## config.mk

```make
export PLATFORM = sky130hd
export DESIGN_NAME = fspr_status_regs
export DESIGN_NICKNAME = d
export VERILOG_FILES = /design/src/include/fspr_pkg.sv /design/src/verilog/fspr_sync2.sv /design/src/verilog/fspr_status_regs.sv
export VERILOG_INCLUDE_DIRS = /design/src /design/src/include
export SDC_FILE = /design/constraint.sdc
export NUM_CORES = 1
export LEC_CHECK = 0
export BUFFER_PORTS_ARGS = -buffer_cell sky130_fd_sc_hd__buf_2
export CAP_MARGIN = 10
export CORE_MARGIN = 2
export CORE_UTILIZATION = 40
export CTS_CLUSTER_SIZE = 8
export DETAILED_ROUTE_END_ITERATION = 12
export GPL_TIMING_DRIVEN = 0
export HOLD_SLACK_MARGIN = 0.08
export PLACE_DENSITY_LB_ADDON = 0.1
export SLEW_MARGIN = 20
export SYNTH_ARGS = -nofsm -noshare
export SYNTH_HDL_FRONTEND = slang
export SYNTH_SLANG_ARGS = --single-unit
```

## constraint.sdc

```tcl
create_clock -name clk -period 2.65 [get_ports clk]
set_input_delay 0.3975 -clock clk [delete_from_list [all_inputs] [get_ports clk]]
set_output_delay 0.3975 -clock clk [all_outputs]
set_load 0.005 [all_outputs]
```

## src/include/fspr_regs.svh

```systemverilog
// Status and protection register constants of the serial flash.
// Included by the package and the design; definitions only.
`ifndef FSPR_REGS_SVH
`define FSPR_REGS_SVH

// Opcodes
`define FSPR_OP_RDSR1 8'h05
`define FSPR_OP_RDSR2 8'h35
`define FSPR_OP_RDSR3 8'h15
`define FSPR_OP_WREN 8'h06
`define FSPR_OP_WRDI 8'h04
`define FSPR_OP_WRSR1 8'h01
`define FSPR_OP_WRSR2 8'h31
`define FSPR_OP_WRSR3 8'h11
`define FSPR_OP_PROG 8'h02
`define FSPR_OP_ERASE4K 8'h20
`define FSPR_OP_ERASE32K 8'h52
`define FSPR_OP_ERASE64K 8'hD8
`define FSPR_OP_CHIP1 8'h60
`define FSPR_OP_CHIP2 8'hC7
`define FSPR_OP_SECERASE 8'h44
`define FSPR_OP_SECPROG 8'h42

// First status register fields
`define FSPR_SR1_BUSY 0
`define FSPR_SR1_WEL 1
`define FSPR_SR1_EXT_LO 2
`define FSPR_SR1_EXT_HI 4
`define FSPR_SR1_TOPBOT 5
`define FSPR_SR1_GRAN 6
`define FSPR_SR1_LOCKLO 7
// Second status register fields
`define FSPR_SR2_LOCKUP 0
`define FSPR_SR2_QE 1
`define FSPR_SR2_INV 6
// Third status register fields
`define FSPR_SR3_DRV_LO 5
`define FSPR_SR3_DRV_HI 6

// Bits that a status write may change
`define FSPR_SR1_WMASK 8'hFC
`define FSPR_SR2_WMASK 8'h7B
`define FSPR_SR3_WMASK 8'hFF

// Reset values
`define FSPR_SR1_RESET 8'h00
`define FSPR_SR2_RESET 8'h00
`define FSPR_SR3_RESET 8'h60

// Command lengths in whole bytes after the opcode
`define FSPR_ADDR_BYTES 3'h3
`define FSPR_PROG_MIN_BYTES 3'h4
`define FSPR_WRSR_BYTES 3'h1

// Busy counter width in bits, then internal operation durations in clk cycles
`define FSPR_BUSY_W 24
`define FSPR_WRSR_CYC 100
`define FSPR_PROG_CYC 400
`define FSPR_ERASE_CYC 2000
`define FSPR_CHIP_CYC 4000

`endif

```

## src/include/fspr_pkg.sv

```systemverilog
// Types of the flash status and protection register block.
// Needs fspr_regs.svh on the include path.
`include "fspr_regs.svh"

package fspr_pkg;

  // Serial command phase, Gray along CMD, DATA, READ
  typedef enum logic [1:0] {
    FSPR_CMD = 2'b00,
    FSPR_DATA = 2'b01,
    FSPR_READ = 2'b11,
    FSPR_SKIP = 2'b10
  } fspr_phase_t;

  // Internal operation in progress
  typedef enum logic [1:0] {
    FSPR_OP_IDLE = 2'b00,
    FSPR_OP_WRSR = 2'b01,
    FSPR_OP_ARRAY = 2'b11
  } fspr_op_t;

  typedef struct packed {
    fspr_phase_t phase;
    logic [2:0] bitCnt;
    logic [2:0] byteCnt;
    logic [7:0] shift;
    logic [7:0] opcode;
    logic [7:0] wrData;
    logic [1:0] pendSel;
    logic [7:0] pendData;
    logic [7:0] sr1;
    logic [7:0] sr2;
    logic [7:0] sr3;
    logic write_enable_latch;
    fspr_op_t opKind;
    logic [`FSPR_BUSY_W-1:0] busyCnt;
    logic soData;
    logic soEn;
    logic sckPrev;
    logic csPrev;
  } fspr_state_t;

endpackage

```

## src/verilog/fspr_sync2.sv

```systemverilog
// Two-flop synchroniser for one pin input.
// Input is asynchronous to clk; output is safe for logic.
`timescale 1ns/10ps
`default_nettype none

module fspr_sync2 #(
  parameter logic RESET_VAL = 1'b0
) (
  // Clock and reset
  input wire logic clk,
  input wire logic rstn,
  // Pin and synchronised copy
  input wire logic pinIn,
  output logic syncOut
);

  logic meta_r;

  always_ff @(posedge clk or negedge rstn) begin
    if (!rstn) begin
      meta_r <= RESET_VAL;
      syncOut <= RESET_VAL;
    end else begin
      meta_r <= pinIn;
      syncOut <= meta_r;
    end
  end

endmodule

`default_nettype wire

```

## src/verilog/fspr_status_regs.sv

```systemverilog
// Status and write-protection registers of a serial flash, SPI side.
// Serial clock, select, data in and protect pin come from outside and are
// sampled by clk; serial clock must stay well below clk / 4.
//
// How it works
// - Opcode 15h shifted in, then third status bits driven one per clock.
// - After bit 0 the read wraps to bit 7 while select and clock go on.
// - Every repeated byte shows the live register value.
// - Select released anywhere ends the read, output goes high impedance.
// - Status writes change only read/write bits, read-only bits stay.
// - Drive select is bits 6:5 of third register, reset 11.
// - Lock bits 0,0: status writable whenever write enable latch is set and no operation is busy.
// - Lock bits 0,1 with protect pin low: every status write refused.
// - Lock bits 0,1 with protect pin high: writable when latch set.
// - Lock bits 1,0: status writes blocked until power cycle.
// - Power cycle in lock-down returns both lock bits to 0,0.
// - Invert, granularity, top/bottom and three extent bits drive outputs.
// - Latch clear: program, erase, security and status writes ignored.
// - Write enable latch is 0 after power-up or reset.
// - Latch cleared on write disable and on write op completion or abort.
// - Incomplete or unknown opcode abort keeps latch set.
// - Abort clears latch only after a full write-type opcode.
// - Busy flag 1 while internal program or erase runs, then 0.
// - Latch is bit 1, busy is bit 0 of first status register.
`timescale 1ns/10ps
`default_nettype none
`include "fspr_regs.svh"

module fspr_status_regs #(
  parameter int WRSR_CYC = `FSPR_WRSR_CYC,
  parameter int PROG_CYC = `FSPR_PROG_CYC,
  parameter int ERASE_CYC = `FSPR_ERASE_CYC,
  parameter int CHIP_CYC = `FSPR_CHIP_CYC
) (
  // Clock and power-up reset
  input wire logic clk,
  input wire logic rstn,
  // Serial pins
  input wire logic csN,
  input wire logic sck,
  input wire logic si,
  output logic so,
  output logic soOe,
  // Write protect pin
  input wire logic writeProtectN,
  // Protection and configuration state
  output logic statusLockUpper,
  output logic statusLockLower,
  output logic protectInvert,
  output logic protectGranularity,
  output logic protectTopBottom,
  output logic [2:0] protectExtent,
  output logic [1:0] outputDriveSelect,
  output logic quadEnable,
  // Latch and busy state
  output logic writeEnableLatch,
  output logic readyBusyFlag
);

  localparam int BUSY_MAX = (1 << `FSPR_BUSY_W) - 1;

  initial begin
    if (WRSR_CYC < 1 || WRSR_CYC > BUSY_MAX ||
        PROG_CYC < 1 || PROG_CYC > BUSY_MAX ||
        ERASE_CYC < 1 || ERASE_CYC > BUSY_MAX ||
        CHIP_CYC < 1 || CHIP_CYC > BUSY_MAX) begin
      $error("fspr_status_regs: operation cycle count out of range");
    end
  end

  fspr_pkg::fspr_state_t s_r;
  fspr_pkg::fspr_state_t s_nxt;

  logic csNSync;
  logic sckSync;
  logic siSync;
  logic wpSync;

  // Select idles high so it resets inactive
  fspr_sync2 #(.RESET_VAL(1'b1)) uSyncCs (
    .clk(clk),
    .rstn(rstn),
    .pinIn(csN),
    .syncOut(csNSync)
  );

  fspr_sync2 #(.RESET_VAL(1'b0)) uSyncSck (
    .clk(clk),
    .rstn(rstn),
    .pinIn(sck),
    .syncOut(sckSync)
  );

  fspr_sync2 #(.RESET_VAL(1'b0)) uSyncSi (
    .clk(clk),
    .rstn(rstn),
    .pinIn(si),
    .syncOut(siSync)
  );

  fspr_sync2 #(.RESET_VAL(1'b0)) uSyncWp (
    .clk(clk),
    .rstn(rstn),
    .pinIn(writeProtectN),
    .syncOut(wpSync)
  );

  // Decode helpers
  function automatic logic isKnownOp(input logic [7:0] op);
    unique case (op)
      `FSPR_OP_RDSR1, `FSPR_OP_RDSR2, `FSPR_OP_RDSR3,
      `FSPR_OP_WREN, `FSPR_OP_WRDI,
      `FSPR_OP_WRSR1, `FSPR_OP_WRSR2, `FSPR_OP_WRSR3,
      `FSPR_OP_PROG, `FSPR_OP_SECPROG,
      `FSPR_OP_ERASE4K, `FSPR_OP_ERASE32K, `FSPR_OP_ERASE64K,
      `FSPR_OP_SECERASE, `FSPR_OP_CHIP1, `FSPR_OP_CHIP2: isKnownOp = 1'b1;
      default: isKnownOp = 1'b0;
    endcase
  endfunction

  function automatic logic isReadOp(input logic [7:0] op);
    isReadOp = (op == `FSPR_OP_RDSR1) || (op == `FSPR_OP_RDSR2) ||
               (op == `FSPR_OP_RDSR3);
  endfunction

  function automatic logic isWrsrOp(input logic [7:0] op);
    isWrsrOp = (op == `FSPR_OP_WRSR1) || (op == `FSPR_OP_WRSR2) ||
               (op == `FSPR_OP_WRSR3);
  endfunction

  function automatic logic isProgOp(input logic [7:0] op);
    isProgOp = (op == `FSPR_OP_PROG) || (op == `FSPR_OP_SECPROG);
  endfunction

  function automatic logic isEraseOp(input logic [7:0] op);
    isEraseOp = (op == `FSPR_OP_ERASE4K) || (op == `FSPR_OP_ERASE32K) ||
                (op == `FSPR_OP_ERASE64K) || (op == `FSPR_OP_SECERASE);
  endfunction

  function automatic logic isChipOp(input logic [7:0] op);
    isChipOp = (op == `FSPR_OP_CHIP1) || (op == `FSPR_OP_CHIP2);
  endfunction

  // Merge of written data, read-only bits untouched
  function automatic logic [7:0] mergeWr(input logic [7:0] cur,
                                         input logic [7:0] data,
                                         input logic [7:0] mask);
    mergeWr = (cur & ~mask) | (data & mask);
  endfunction

  logic busy;
  logic [7:0] sr1Live;
  logic [7:0] readByte;
  logic [1:0] lockBits;
  logic wrsrAllowed;
  logic sckRise;
  logic sckFall;
  logic csActive;
  logic csEnd;
  logic [7:0] byteIn;
  logic wholeBytes;

  assign busy = (s_r.opKind != fspr_pkg::FSPR_OP_IDLE);

  always_comb begin
    sr1Live = s_r.sr1;
    sr1Live[`FSPR_SR1_WEL] = s_r.write_enable_latch;
    sr1Live[`FSPR_SR1_BUSY] = busy;
  end

  // Chosen by opcode from live state, so repeats show updates
  always_comb begin
    unique case (s_r.opcode)
      `FSPR_OP_RDSR1: readByte = sr1Live;
      `FSPR_OP_RDSR2: readByte = s_r.sr2;
      default: readByte = s_r.sr3;
    endcase
  end

  assign lockBits = {s_r.sr2[`FSPR_SR2_LOCKUP], s_r.sr1[`FSPR_SR1_LOCKLO]};

  always_comb begin
    unique case (lockBits)
      2'b00: wrsrAllowed = 1'b1;
      2'b01: wrsrAllowed = wpSync;
      default: wrsrAllowed = 1'b0;
    endcase
  end

  assign sckRise = sckSync & ~s_r.sckPrev;
  assign sckFall = ~sckSync & s_r.sckPrev;
  assign csActive = ~csNSync;
  assign csEnd = ~csActive & s_r.csPrev;
  assign byteIn = {s_r.shift[6:0], siSync};
  assign wholeBytes = (s_r.bitCnt == 3'h0);

  always_comb begin
    s_nxt = s_r;
    s_nxt.sckPrev = sckSync;
    s_nxt.csPrev = csActive;

    // Internal operation timer
    if (busy) begin
      if (s_r.busyCnt == `FSPR_BUSY_W'(1)) begin
        s_nxt.opKind = fspr_pkg::FSPR_OP_IDLE;
        s_nxt.busyCnt = '0;
        s_nxt.write_enable_latch = 1'b0;
        if (s_r.opKind == fspr_pkg::FSPR_OP_WRSR) begin
          unique case (s_r.pendSel)
            2'h1: s_nxt.sr1 = mergeWr(s_r.sr1, s_r.pendData,
                                      `FSPR_SR1_WMASK);
            2'h2: s_nxt.sr2 = mergeWr(s_r.sr2, s_r.pendData,
                                      `FSPR_SR2_WMASK);
            default: s_nxt.sr3 = mergeWr(s_r.sr3, s_r.pendData,
                                         `FSPR_SR3_WMASK);
          endcase
        end
      end else begin
        s_nxt.busyCnt = s_r.busyCnt - `FSPR_BUSY_W'(1);
      end
    end

    if (!csActive) begin
      s_nxt.phase = fspr_pkg::FSPR_CMD;
      s_nxt.bitCnt = 3'h0;
      s_nxt.byteCnt = 3'h0;
      s_nxt.soEn = 1'b0;
      // An unfinished opcode never reaches DATA, so it leaves the latch
      if (csEnd && s_r.phase == fspr_pkg::FSPR_DATA) begin
        if (s_r.opcode == `FSPR_OP_WREN) begin
          if (wholeBytes && s_r.byteCnt == 3'h0) begin
            s_nxt.write_enable_latch = 1'b1;
          end
        end else if (s_r.opcode == `FSPR_OP_WRDI) begin
          if (wholeBytes && s_r.byteCnt == 3'h0) begin
            s_nxt.write_enable_latch = 1'b0;
          end
        end else if (!s_r.write_enable_latch) begin
          // Write-type command without latch: ignored
        end else if (isWrsrOp(s_r.opcode)) begin
          if (wholeBytes && s_r.byteCnt == `FSPR_WRSR_BYTES &&
              wrsrAllowed) begin
            s_nxt.opKind = fspr_pkg::FSPR_OP_WRSR;
            s_nxt.busyCnt = `FSPR_BUSY_W'(WRSR_CYC);
            s_nxt.pendData = s_r.wrData;
            s_nxt.pendSel = (s_r.opcode == `FSPR_OP_WRSR1) ? 2'h1 :
                            (s_r.opcode == `FSPR_OP_WRSR2) ? 2'h2 : 2'h3;
          end else begin
            s_nxt.write_enable_latch = 1'b0;
          end
        end else if (isProgOp(s_r.opcode)) begin
          if (wholeBytes && s_r.byteCnt >= `FSPR_PROG_MIN_BYTES) begin
            s_nxt.opKind = fspr_pkg::FSPR_OP_ARRAY;
            s_nxt.busyCnt = `FSPR_BUSY_W'(PROG_CYC);
          end else begin
            s_nxt.write_enable_latch = 1'b0;
          end
        end else if (isEraseOp(s_r.opcode)) begin
          if (wholeBytes && s_r.byteCnt == `FSPR_ADDR_BYTES) begin
            s_nxt.opKind = fspr_pkg::FSPR_OP_ARRAY;
            s_nxt.busyCnt = `FSPR_BUSY_W'(ERASE_CYC);
          end else begin
            s_nxt.write_enable_latch = 1'b0;
          end
        end else if (isChipOp(s_r.opcode)) begin
          if (wholeBytes && s_r.byteCnt == 3'h0) begin
            s_nxt.opKind = fspr_pkg::FSPR_OP_ARRAY;
            s_nxt.busyCnt = `FSPR_BUSY_W'(CHIP_CYC);
          end else begin
            s_nxt.write_enable_latch = 1'b0;
          end
        end
      end
    end else begin
      if (sckRise) begin
        s_nxt.shift = byteIn;
        s_nxt.bitCnt = s_r.bitCnt + 3'h1;
        if (s_r.bitCnt == 3'h7) begin
          unique case (s_r.phase)
            fspr_pkg::FSPR_CMD: begin
              s_nxt.opcode = byteIn;
              if (isReadOp(byteIn)) begin
                s_nxt.phase = fspr_pkg::FSPR_READ;
                s_nxt.soEn = 1'b1;
              end else if (isKnownOp(byteIn) && !busy) begin
                s_nxt.phase = fspr_pkg::FSPR_DATA;
              end else begin
                // Unknown opcode, or any write while busy
                s_nxt.phase = fspr_pkg::FSPR_SKIP;
              end
            end
            fspr_pkg::FSPR_DATA: begin
              s_nxt.wrData = byteIn;
              if (s_r.byteCnt != 3'h7) begin
                s_nxt.byteCnt = s_r.byteCnt + 3'h1;
              end
            end
            fspr_pkg::FSPR_READ,
            fspr_pkg::FSPR_SKIP: begin
            end
          endcase
        end
      end
      // Bit index wraps 7..0 with the rise count
      if (sckFall && s_r.phase == fspr_pkg::FSPR_READ) begin
        s_nxt.soData = readByte[~s_r.bitCnt];
      end
    end
  end

  always_ff @(posedge clk or negedge rstn) begin
    if (!rstn) begin
      s_r.phase <= fspr_pkg::FSPR_CMD;
      s_r.bitCnt <= 3'h0;
      s_r.byteCnt <= 3'h0;
      s_r.shift <= 8'h00;
      s_r.opcode <= 8'h00;
      s_r.wrData <= 8'h00;
      s_r.pendSel <= 2'h0;
      s_r.pendData <= 8'h00;
      s_r.sr1 <= `FSPR_SR1_RESET;
      s_r.sr2 <= `FSPR_SR2_RESET;
      s_r.sr3 <= `FSPR_SR3_RESET;
      s_r.write_enable_latch <= 1'b0;
      s_r.opKind <= fspr_pkg::FSPR_OP_IDLE;
      s_r.busyCnt <= '0;
      s_r.soData <= 1'b0;
      s_r.soEn <= 1'b0;
      s_r.sckPrev <= 1'b0;
      s_r.csPrev <= 1'b0;
    end else begin
      s_r <= s_nxt;
    end
  end

  // Pin and field outputs from flops; busy flag decoded from opKind
  assign so = s_r.soData;
  assign soOe = s_r.soEn;
  assign statusLockUpper = s_r.sr2[`FSPR_SR2_LOCKUP];
  assign statusLockLower = s_r.sr1[`FSPR_SR1_LOCKLO];
  assign protectInvert = s_r.sr2[`FSPR_SR2_INV];
  assign protectGranularity = s_r.sr1[`FSPR_SR1_GRAN];
  assign protectTopBottom = s_r.sr1[`FSPR_SR1_TOPBOT];
  assign protectExtent = s_r.sr1[`FSPR_SR1_EXT_HI:`FSPR_SR1_EXT_LO];
  assign outputDriveSelect = s_r.sr3[`FSPR_SR3_DRV_HI:`FSPR_SR3_DRV_LO];
  assign quadEnable = s_r.sr2[`FSPR_SR2_QE];
  assign writeEnableLatch = s_r.write_enable_latch;
  assign readyBusyFlag = busy;

endmodule

`default_nettype wire

```

==> results, run 1 <==
- The overall die width is roughly 120 um.
- Across all layers, the routed design uses around 3600 vias.
- Adding up every negative setup slack in the final design gives 0 ns.
- The flow ran to the end, and the final reports show no timing, DRC or antenna violations.
- The placeable core region is 12470 um^2.
- The mean routed wirelength per cell is ~16 um.
- The tightest slew margin relative to the limit is between 40% and 50%.
- The most common cell in the synthesized netlist is sky130_fd_sc_hd__dfrtp_1.
- The count of routing violations after the opening detailed-route iteration is 284.
- Power spread over the standard cell area amounts to between 500 and 600 nW/um^2.
- The length of the first detailed-routing pass in iterations is 4.
- The net count reported at finish is 530.
- Of the post-synthesis cell area, the dominant cell type holds between 40 and 50%.
- Of the synthesized area, sequential elements account for between 40 and 50%.
- The synthesis warning total is 0.
- Ranked by total cell area, the synthesized netlist is headed by sky130_fd_sc_hd__dfrtp_1, sky130_fd_sc_hd__mux2_2, sky130_fd_sc_hd__nor2_1, sky130_fd_sc_hd__ha_1, sky130_fd_sc_hd__nand2_1.
- The post-route antenna net violation count is 0.
- The number of hold violations in the final report is 0.
- Counting I/O delays and the setup requirement, the final critical path takes between 2 and 3 ns.
- In this run, the clock network consumes 40.1% of the power.
- The cell count after synthesis is around 470.
- The effective utilization at floorplan is between 40% and 50%.
- The via count of the first global-routing pass is around 3500.
- In this run, flip-flops and latches consume between 50 and 60% of the power.
- In this run the clock root is driven by a sky130_fd_sc_hd__clkbuf_16.
- The post-synthesis area per instance is 10.72 um^2.
- The height of the chip is 116.3 um.
- The final period utilization is a little over nine tenths.
- The number of clock buffers added by TritonCTS is 9.
- The pin count of the biggest net entering global routing is 68.
- The clock net in this run drives a total of 100 sinks.
- The first-pass GRT wire length is roughly 18 mm.
- The top-level I/O count is 21.
- The global-route congestion overflow total is 0.
- Between clock sinks in the finished design, the worst skew comes to about 0.011 ns.
- The number of max-cap violations is 0.
- In the final layout, the share of cells above drive strength 1 is 23.79%.
- The switching power summed over all nets is 0.0008014 W.
- STA classifies the critical path endpoint as a register.
- The wire length after detailed routing is 11.33 mm.
- The floorplan has just over 40 rows.
- The die outline area is approximately 14000 um^2.
- The predominant post-synthesis flop cell is sky130_fd_sc_hd__dfrtp_1.
- The worst hold path belongs to the class primary input to register.
- VDD sags by at most approximately 0.49 mV.
- When the netlist entered floorplanning its net count stood at slightly below 500.
- The final estimated routing congestion in global placement is 0.8515.
- Summing all flip-flop and latch instances after layout gives between 2000 and 3000 um^2.
- The critical path data arrival time is between 2 and 3 ns.
- The critical path launch point type is a register.
- Of all cell types, the one taking the most synthesized area is sky130_fd_sc_hd__dfrtp_1.
- The multi-input combinational cells in the finished layout cover a total of ~2400 um^2.
- The data required time of the critical path is about 2.9 ns.
- At the pin with the least slew margin, the transition time is between 0.8 and 0.9 ns.
- The H-tree was split into 3 levels.
- The layout has roughly 1200 filler cells.
- Power comes to between 0.003 and 0.004 W.
- Setup repair after global routing left no endpoint under its margin.
- The synthesized netlist occupies a cell area of a little over 5000 um^2.
- Timing analysis after detailed placement gives a worst setup slack of -0.4141 ns.
- The final antenna diode count is 0.
- The growth of design area from synthesis to finish is 15.57%.
- After legalization and detailed placement, the total HPWL measured roughly 8 mm.
- The number of buffers between clock root and the deepest sink is 2.
- Of all nets on the critical path, the largest fanout is 6.
- The max-slew violation count is 0.
- The global-route usage over all layers is roughly 18%.
- The worst-skew pair later-pin latency is around 0.35 ns.
- The least setup slack across all paths after layout is approximately 0.066 ns.
- The critical path in this run is classified as register to register.
- The count of final setup violators is 0.
- Per report_power, the combinational group accounts for 7.1% of the total.
- The async set-or-reset flop fraction in the synthesized netlist is 100.0%.
- TritonCTS built the clock tree.
- The number of buffers added on ports is 20.
- Derived from the worst setup path, the maximum achievable clock frequency is 0.3870 GHz.
- The switching power share of the total is 25.71%.
- In this run, distinct cell masters in the synthesized netlist total 62.
- After detailed routing, the number of remaining DRC violations is 0.
- Clock-pin slew was measured on the worst setup and hold paths at about 0.070 ns.
- Counting instances in the post-synthesis netlist gives the leading cell types as sky130_fd_sc_hd__dfrtp_1, sky130_fd_sc_hd__nor2_1, sky130_fd_sc_hd__mux2_2.
- The number of vias per cell after detailed routing is 5.226.
- In this run, synthesis inferred 0 flip-flops with an integrated enable.
- The internal portion of the total power is between 0.002 and 0.0025 W.
- The number of antenna violations at the first check in global routing was 0.
- After synthesis the netlist holds a flip-flop and latch count of 100.
- The leakage power is between 2 and 3 nW.
[per-layer routing]
metal | share of wire (%) | global-route usage (%)
met2 | 50 | 29.57
met5 | 0 | 0
met4 | 0.54 | 4.683
met1 | 47 | 23.32
met3 | 2.5 | 4.826
[registers in the layout, indices dropped and copies added, names as in the netlist, 2 cells and up]
| signal | flops |
|---|---|
| outputDriveSelect | 2 |
| protectExtent | 3 |
| s_r | 71 |
| byteIn | 7 |
[stage by stage]
stage,util [%],hold slack (ns),std cells,cell area [um^2]
2_1_floorplan,-,0.1019,471,5047
3_3_place_gp,43.02,0.3354,663,5363
3_5_place_dp,43.29,0.3096,664,5396
4_1_cts,46.43,0.1238,687,5788
5_1_grt,46.79,0.1210,689,5833
6_report,46.79,0.1362,689,5833
[final cells by class]
type	instances	share of cell area (%)
buffer	20	1.909
clock buffer	11	3.990
clock inverter	5	0.7293
inverter	20	1.287
multi-input combinational	330	41.66
sequential	100	42.99
tap	172	3.689
timing repair buffer	31	3.754
[cell usage in the layout, fill, tap and decap left out, types with 8 or more instances in the layout]
cell type / n
sky130_fd_sc_hd__dfrtp_1: 96
sky130_fd_sc_hd__nor2_1: 50
sky130_fd_sc_hd__mux2_2: 47
sky130_fd_sc_hd__nand2_1: 28
sky130_fd_sc_hd__buf_2: 20
sky130_fd_sc_hd__inv_1: 19
sky130_fd_sc_hd__nand3_1: 15
sky130_fd_sc_hd__a21oi_1: 14
sky130_fd_sc_hd__o21ai_0: 14
sky130_fd_sc_hd__clkbuf_1: 13
sky130_fd_sc_hd__ha_1: 12
sky130_fd_sc_hd__buf_4: 12
sky130_fd_sc_hd__xnor2_1: 11
sky130_fd_sc_hd__xor2_1: 10
sky130_fd_sc_hd__clkbuf_16: 9
sky130_fd_sc_hd__nor4_1: 8
sky130_fd_sc_hd__nor3_1: 8
sky130_fd_sc_hd__nor2b_1: 8
sky130_fd_sc_hd__nand2b_1: 8
[power groups by stage]
stage	logic (W)	clock network, W	registers [W]
2_1_floorplan	0.000147	0	0.00164
3_3_place_gp	0.000218	0	0.00167
3_5_place_dp	0.000225	0	0.00167
4_1_cts	0.000228	0.00129	0.00164
5_1_grt	0.000255	0.00137	0.00165
6_report	0.000222	0.00125	0.00165
[cells by family after synthesis]
kind of cell / synth area share [%]
flip-flops: 49.68
AND/OR/NAND/NOR: 18.59
adder cells (fa/ha/maj): 2.975
buffers and inverters: 3.842
AO/OA/AOI/OAI: 9.991
multiplexers: 11.28
XOR/XNOR: 3.644
[worst max-delay path, cell delays in order (launching register included)]
cell	delay, ns
sky130_fd_sc_hd__dfrtp_1	0.39
sky130_fd_sc_hd__or4_4	0.55
sky130_fd_sc_hd__or3_4	0.34
sky130_fd_sc_hd__buf_6	0.14
sky130_fd_sc_hd__or4_4	0.52
sky130_fd_sc_hd__nand2b_4	0.21
sky130_fd_sc_hd__nand3_4	0.15
sky130_fd_sc_hd__buf_6	0.13
sky130_fd_sc_hd__nor2_1	0.05
[path summary, 6_finish.rpt]
check                                                    to  slack (ns)  cells after the start                     start
setup / recovery                          s_r[25]$_DFF_PN0_        0.07                      8         s_r[17]$_DFF_PN0_
hold / removal                     uSyncCs.meta_r$_DFF_PN1_        0.14                      1                       csN
setup reg to reg                          s_r[25]$_DFF_PN0_        0.07                      8         s_r[17]$_DFF_PN0_
hold reg to reg                   uSyncWp.syncOut$_DFF_PN0_        0.35                      0  uSyncWp.meta_r$_DFF_PN0_
max in group asynchronous  outputDriveSelect[1]$_DFFE_PN1P_        1.48                      3                      rstn
min in group asynchronous                 s_r[18]$_DFF_PN0_        0.49                      2                      rstn
[timing repair]
| action | CTS | global route |
|---|---|---|
| gates cloned | 1 | 1 |
| gates resized for setup | 13 | 8 |
| buffers inserted | 5 | 3 |
| pin swaps | 2 | 2 |
| hold buffers | 1 | 0 |
| endpoints found under the hold margin | 31 | 0 |
| setup endpoints to repair | 51 | 28 |
No activity file was read; power rests on OpenSTA's default activity.
==> run 2: changes to the inputs <==
--- a/config.mk
+++ b/config.mk
@@ -6,7 +6,7 @@
 export SDC_FILE = /design/constraint.sdc
 export NUM_CORES = 1
 export LEC_CHECK = 0
-export BUFFER_PORTS_ARGS = -buffer_cell sky130_fd_sc_hd__buf_2
+export BUFFER_PORTS_ARGS = -buffer_cell sky130_fd_sc_hd__buf_4
 export CAP_MARGIN = 10
 export CORE_MARGIN = 2
 export CORE_UTILIZATION = 40
==> run 2 against run 1 <==
Combinational power barely moved. Critical path type unchanged. Sequential power barely moved. Clock-buffer cell count fell by 1. Clock power barely moved. Setup slack improved by 0.023 ns. Critical endpoint is now s_r[21]$_DFF_PN0_. Sequential share of layout area fell by 0.11 points. First-iteration DRC count rose by 8.8%. Final area rose by 0.26%. Register-to-register slack improved by 0.02 ns. Largest cell class unchanged.
==> results, run 2 (same netlist as run 1, synthesis figures left out) <==
- The largest register by flop count is s_r.
- Of all nets on the critical path, the largest fanout is 10.
- For the worst setup path, the data required time is just under 3 ns.
- The growth of design area from synthesis to finish is 15.87%.
- The overall die width is around 120 um.
- The critical path is of the register to register type.
- Cells with a size suffix above 1 make up a little under a quarter of the layout.
- The leakage power is between 2 and 3 nW.
- The total overflow left after global routing is 0.
- The startpoint identified for the worst register-to-register timing path is s_r[16]$_DFF_PN0_.
- Routability-driven placement finished with a final weighted congestion of 0.8623.
- The length of the first detailed-routing pass in iterations is 4.
- Cells fill a little under half of the core in the end.
- Setup repair after global routing left no endpoint under its margin.
- The final non-filler cell total is 687.
- The number of flip-flops under the largest register name is 71.
- The deepest level of the CTS H-tree is 3.
- Once the floorplan was initialized, standard cells occupied about two fifths of the core.
- Leaving out fill and tap cells, the most frequent cell in the layout is sky130_fd_sc_hd__dfrtp_1.
- The worst-skew pair later-pin latency is approximately 0.35 ns.
- After floorplanning, the core was sized to cover about 12000 um^2.
- The overall power consumption is around 0.0031 W.
- The number of buffers added on ports is 20.
- The number of cells after detailed placement is 663.
- The final period utilization is 96.63%.
- The first routing iteration left 309 violations.
- The count of nets left with antenna violations once routing finished came out at 0.
- The clock tree from TritonCTS is built.
- In this run the core area contains 41 standard-cell rows.
- The flow ran to the end, and the final reports show no timing, DRC or antenna violations.
- The number of hold violations in the final report is 0.
- The actual transition at the worst max-transition pin is a little over 0.9 ns.
- The via count of the first global-routing pass is 3571.
- The max-slew violation count is 0.
- In the routed design, unresolved DRC markers number 0.
- Wires add up to 11.05 mm.
- The launching instance or port of the critical path is s_r[16]$_DFF_PN0_.
- The worst hold path belongs to the class primary input to asynchronous set/reset pin.
- The worst-case clock skew is 0.007939 ns.
- The worst pin sits at a relative slew slack of roughly two fifths.
- The number of antenna violations at the first check in global routing came to 0.
- In the routed layout, each cell is associated on average with a via count of ~5.2.
- The maximum achievable frequency is around 0.39 GHz.
- The first-pass GRT wire length is around 19 mm.
- The top-level I/O count is 21.
- The root buffer cell is sky130_fd_sc_hd__clkbuf_16.
- For this run, global-route usage on met1 was measured as between 20% and 30%.
- The clock buffer count from CTS is 9.
- From bottom edge to top edge, the die measures 116.3 um.
- For this run, the post-layout net count is 528.
- The met3 track demand over resource in global routing is 5.553%.
- The count of final setup violators is 0.
- For the worst setup path, the data arrival time is approximately 2.8 ns.
- The power per cell area is 533.3 nW/um^2.
- STA classifies the critical path endpoint as a register.
- The top cell types in the final layout, fill and taps aside, are sky130_fd_sc_hd__dfrtp_1, sky130_fd_sc_hd__nor2_1, sky130_fd_sc_hd__mux2_2.
- After detailed routing, the average wire length per cell comes to ~16 um.
- The die covers roughly 14000 um^2.
- The number of max-cap violations is 0.
- The number of sinks driven by the clock tree is 100.
- Across every metal layer, demand over resource in global routing totals about 18%.
- The worst-case IR drop observed on VDD is about 0.38 mV.
- The clock-pin slew on the worst setup and hold paths is ~0.07 ns.
- The worst path needs 2.561 ns of the cycle, external delays included.
- The repair_antennas step left the layout with diodes totalling 0.
- Entering global routing, the biggest net connects around 100 pins.
- Fill cells in the final layout number about 1200.
- The post-DP HPWL is just under 8 mm.
- The global routing's busiest layer is met2.
- The critical path launch point type is a register.
- The global-route met2 utilization is between 20 and 30%.
- The via count is approximately 3600.
- The number of buffers between clock root and the deepest sink is 2.
[run 2: final cells by class]
cell class              count  area, um^2  area share (%)
flip-flops and latches    100        2507           42.88
multi-input cells         329        2432           41.59
clock buffers              10       229.0           3.915
repair buffers             29       225.2           3.851
well taps                 172       215.2           3.680
plain buffers              21       115.1           1.968
inverters                  20       75.07           1.284
clock inverters             6       48.80          0.8344
[run 2: final timing paths]
check | to | slack (ns) | cells past startpoint
min in group clk | uSyncSi.meta_r$_DFF_PN0_ | 0.14 | 1
min reg2reg | uSyncSi.syncOut$_DFF_PN0_ | 0.35 | 0
max reg2reg | s_r[21]$_DFF_PN0_ | 0.09 | 8
max in group asynchronous | uSyncWp.syncOut$_DFF_PN0_ | 1.87 | 1
min | s_r[24]$_DFF_PN0_ | 0.11 | 1
max | s_r[21]$_DFF_PN0_ | 0.09 | 8
[run 2: power by group]
group | internal [W] | switching, W
logic | 0.0000878 | 0.000132
clock network | 0.000653 | 0.000605
registers | 0.00157 | 0.0000671
[run 2: critical path: stages, from the launching register on]
cell                       delay, ns
sky130_fd_sc_hd__dfrtp_1        0.40
sky130_fd_sc_hd__or4_4          0.53
sky130_fd_sc_hd__or3_4          0.34
sky130_fd_sc_hd__buf_6          0.14
sky130_fd_sc_hd__or4_4          0.50
sky130_fd_sc_hd__nand2b_4       0.22
sky130_fd_sc_hd__nand3_4        0.15
sky130_fd_sc_hd__buf_6          0.13
sky130_fd_sc_hd__nor2_1         0.05
[run 2: layer usage]
layer	share of wire, %	wire length, um
met5	0	0
met4	1.3	143
met2	49	5424
met3	3.6	399
met1	46	5085
[run 2: metrics by stage]
step	hold slack (ns)	worst slack, ns	TNS, ns	cell area [um^2]
after floorplan	0.1019	0.1345	0	5047
after global placement	0.3347	-0.3768	-8.658	5413
after detailed placement	0.3347	-0.4307	-9.782	5416
after CTS	0.1296	0.01710	0	5802
after global routing	0.1210	0.006095	0	5848
final	0.1121	0.08928	0	5848
[run 2: timing repair]
action,CTS,global route
pin swaps,3,1
setup endpoints to repair,51,19
gates cloned,1,0
buffers inserted,5,3
gates resized for setup,14,7
hold buffers,0,0
==> run 3: changes to the inputs <==
--- a/config.mk
+++ b/config.mk
@@ -10,10 +10,12 @@
 export CAP_MARGIN = 10
 export CORE_MARGIN = 2
 export CORE_UTILIZATION = 40
+export CTS_BUF_LIST = sky130_fd_sc_hd__clkbuf_16
 export CTS_CLUSTER_SIZE = 8
 export DETAILED_ROUTE_END_ITERATION = 12
 export GPL_TIMING_DRIVEN = 0
 export HOLD_SLACK_MARGIN = 0.08
+export MAX_ROUTING_LAYER = met4
 export PLACE_DENSITY_LB_ADDON = 0.1
 export SLEW_MARGIN = 20
 export SYNTH_ARGS = -nofsm -noshare
==> run 3 against run 2 <==
Final area barely moved. Clock power barely moved. Highest routed layer unchanged. Routed wire length rose by 0.70%. Critical path depth unchanged. Combinational power about the same. Clock skew up 0.00069 ns. Cell count did not move. Total power hardly changed. Register-to-register slack barely moved. Setup slack hardly changed. Sequential cell count stayed put.
==> results, run 3 (same netlist as run 1, synthesis figures left out) <==
- The slowest cell on the critical path is sky130_fd_sc_hd__or4_4.
- During I/O placement, the number of pins put on the boundary was 21.
- After layout, the worst path uses between 90 and 100% of the clock period.
- Relative to the synthesized area, the layout overhead comes to 15.89%.
- The cell that appears most often on the critical path is sky130_fd_sc_hd__or4_4.
- The detailed router finished its first iteration with ~250 violations.
- The region available for standard cell placement spans about 12000 um^2.
- The first-pass GRT wire length is 18.51 mm.
- Power spread over the standard cell area amounts to 533.6 nW/um^2.
- The deepest level of the CTS H-tree is 3.
- The proportion of layout cells with a drive suffix above 1 is 24.08%.
- The flow ran to the end, and the final reports show no timing, DRC or antenna violations.
- The number of flip-flops under the largest register name is between 70 and 80.
- TritonCTS built the clock tree.
- In this run, CTS created clock tree buffers numbering 9.
- The peak fanout along the critical path is 10.
- The worst-case clock skew is 0.008629 ns.
- The via count of the first global-routing pass came to between 3000 and 4000.
- The max-slew violation count came to 0.
- The length of the first detailed-routing pass in iterations is 4.
- The number of vias per cell after detailed routing is 5.247.
- The root buffer cell is sky130_fd_sc_hd__clkbuf_16.
- The final layout contains routed wiring with a total length of about 11 mm.
- Fill cells in the final layout number ~1200.
- After clock tree synthesis, the clock-pin slew on the worst setup and hold paths is 0.07 ns.
- At the worst endpoint, the required time is about 2.9 ns.
- The final non-filler cell total is roughly 700.
- In the final layout, flip-flops and latches occupy approximately 2500 um^2.
- In this run the tool buffered the top-level ports with 20 buffer cells.
- The final layout contains approximately 530 nets.
- Once the floorplan was initialized, standard cells occupied around two fifths of the core.
- The maximum achievable frequency is ~0.39 GHz.
- Global routing consumed, over all layers together, 18.38% of the routing resources.
- The leakage power is approximately 2.8 nW.
- Setup repair after global routing left no endpoint under its margin.
- The number of antenna violations at the first check in global routing was 0.
- The overall power consumption is 0.003121 W.
- The critical path data arrival time is roughly 2.8 ns.
- The number of antenna diodes in the final layout is 0.
- Across the VDD grid, the largest voltage drop is 0.3850 mV.
- The start-to-end type of the worst setup path is register to register.
- The kind of capture point of the worst setup path is a register.
- The shortest period the worst path allows is between 2 and 3 ns.
- The delay of the slowest critical-path stage is roughly 0.53 ns.
- The post-route antenna net violation count is 0.
- Routability-driven placement finished with a final weighted congestion of slightly below 0.9.
- For this block, the via count after detailed routing is between 3000 and 4000.
- The number of hold violations in the final report was 0.
- Setup violations remaining at the end of the flow were counted as 0.
- The floorplan step set the die height to 116.3 um.
- The worst setup path is launched from a register.
- The area of combinational cells with multiple inputs is between 2000 and 2500 um^2.
- The post-DP HPWL is 7.716 mm.
- The total placed instance area is about 5400 um^2.
- The number of sinks driven by the clock tree is 100.
- The tightest slew margin relative to the limit is 37.35%.
- After detailed routing, the average wire length per cell comes to approximately 16 um.
- After clock tree synthesis, the flow added hold-fix buffers numbering 0.
- At the later pin of the worst-skew pair, clock insertion delay measures between 0.3 and 0.4 ns.
- The post-layout instance area is between 5000 and 6000 um^2.
- Counting along the longest clock path gives a buffer depth of 2.
- The final cell utilization of the core is 46.92%.
- The min-delay analysis places its worst path in the category primary input to asynchronous set/reset pin.
- The actual transition at the worst max-transition pin is between 0.9 and 1 ns.
- In the layout the commonest cells are sky130_fd_sc_hd__dfrtp_1, sky130_fd_sc_hd__nor2_1, sky130_fd_sc_hd__mux2_2.
- The largest register by flop count is s_r.
- Summed over all layers, the global routing overflow is 0.
- The pin count of the biggest net entering global routing is just over 100.
- Max-cap violations in this run came to 0.
- Leaving out fill and tap cells, the most frequent cell in the layout is sky130_fd_sc_hd__dfrtp_1.
- The number of remaining DRC errors is 0.
- The site row count is ~40.
- Measured along the x axis, the die boundary spans between 100 and 150 um.
- The number of cells after detailed placement is 663.
- The die outline area is 13530 um^2.
- Walking the worst path, the cells encountered are or4_4 -> or3_4 -> buf_6 -> or4_4 -> nand2b_4 -> nand3_4 -> buf_4 -> nor2_1.
run 3: cell types whose count changed in the layout (fill, tap and decap cells not counted):
cell,before,now
sky130_fd_sc_hd__inv_1,19,20
sky130_fd_sc_hd__clkbuf_1,13,11
sky130_fd_sc_hd__clkbuf_2,1,2
run 3: critical path, delay by kind of cell, from the launching register on:
kind	cells	cell delay, ns
simple gates	6	1.78
flops	1	0.40
buf+inv	2	0.27
run 3: cell type report:
| type | instances | share of cell area (%) |
|---|---|---|
| flip-flops and latches | 100 | 42.87 |
| multi-input cells | 329 | 41.58 |
| clock buffers | 9 | 3.850 |
| repair buffers | 29 | 3.850 |
| well taps | 172 | 3.679 |
| plain buffers | 21 | 1.989 |
| inverters | 20 | 1.283 |
| clock inverters | 7 | 0.8984 |
run 3: final timing paths:
kind / startpoint / endpoint / slack (ns) / depth (start not counted)
hold reg to reg: uSyncSi.meta_r$_DFF_PN0_ / uSyncSi.syncOut$_DFF_PN0_ / 0.35 / 0
setup reg to reg: s_r[16]$_DFF_PN0_ / s_r[16]$_DFF_PN0_ / 0.09 / 8
min in group clk: si / uSyncSi.meta_r$_DFF_PN0_ / 0.14 / 1
setup / recovery: s_r[16]$_DFF_PN0_ / s_r[16]$_DFF_PN0_ / 0.09 / 8
max in group asynchronous: rstn / s_r[14]$_DFF_PN0_ / 1.85 / 1
hold / removal: rstn / s_r[25]$_DFF_PN0_ / 0.11 / 1
run 3: layer usage:
| layer | GRT usage, % | vias to the layer above | routed length [um] |
|---|---|---|---|
| met4 | 4.762 | 0 | 125 |
| met1 | 23.01 | 1785 | 5140 |
| met2 | 29.22 | 47 | 5479 |
| met3 | 5.553 | 10 | 384 |
| met5 | - | - | 0 |
| li1 | - | 1763 | - |
run 3: timing repair:
action,CTS,global route
resized for setup,14,9
setup endpoints to repair,51,21
cloned,1,0
setup buffers,5,3
pin swaps,3,1
run 3: power by group:
part	switching, W	leakage (nW)	internal, W	total, W
Combinational	0.000132	1.26	0.0000878	0.000220
Clock	0.000610	0.143	0.000649	0.00126
Sequential	0.0000674	1.35	0.00157	0.00164
Total	0.000810	2.76	0.00231	0.00312
run 3: per-stage QoR:
step	hold WS, ns	TNS, ns	setup slack, ns
final	0.1116	0	0.08917
after global routing	0.1209	0	0.006098
after CTS	0.1294	0	0.01710
after detailed placement	0.3347	-9.782	-0.4307
after global placement	0.3347	-8.658	-0.3768
after floorplan	0.1019	0	0.1345
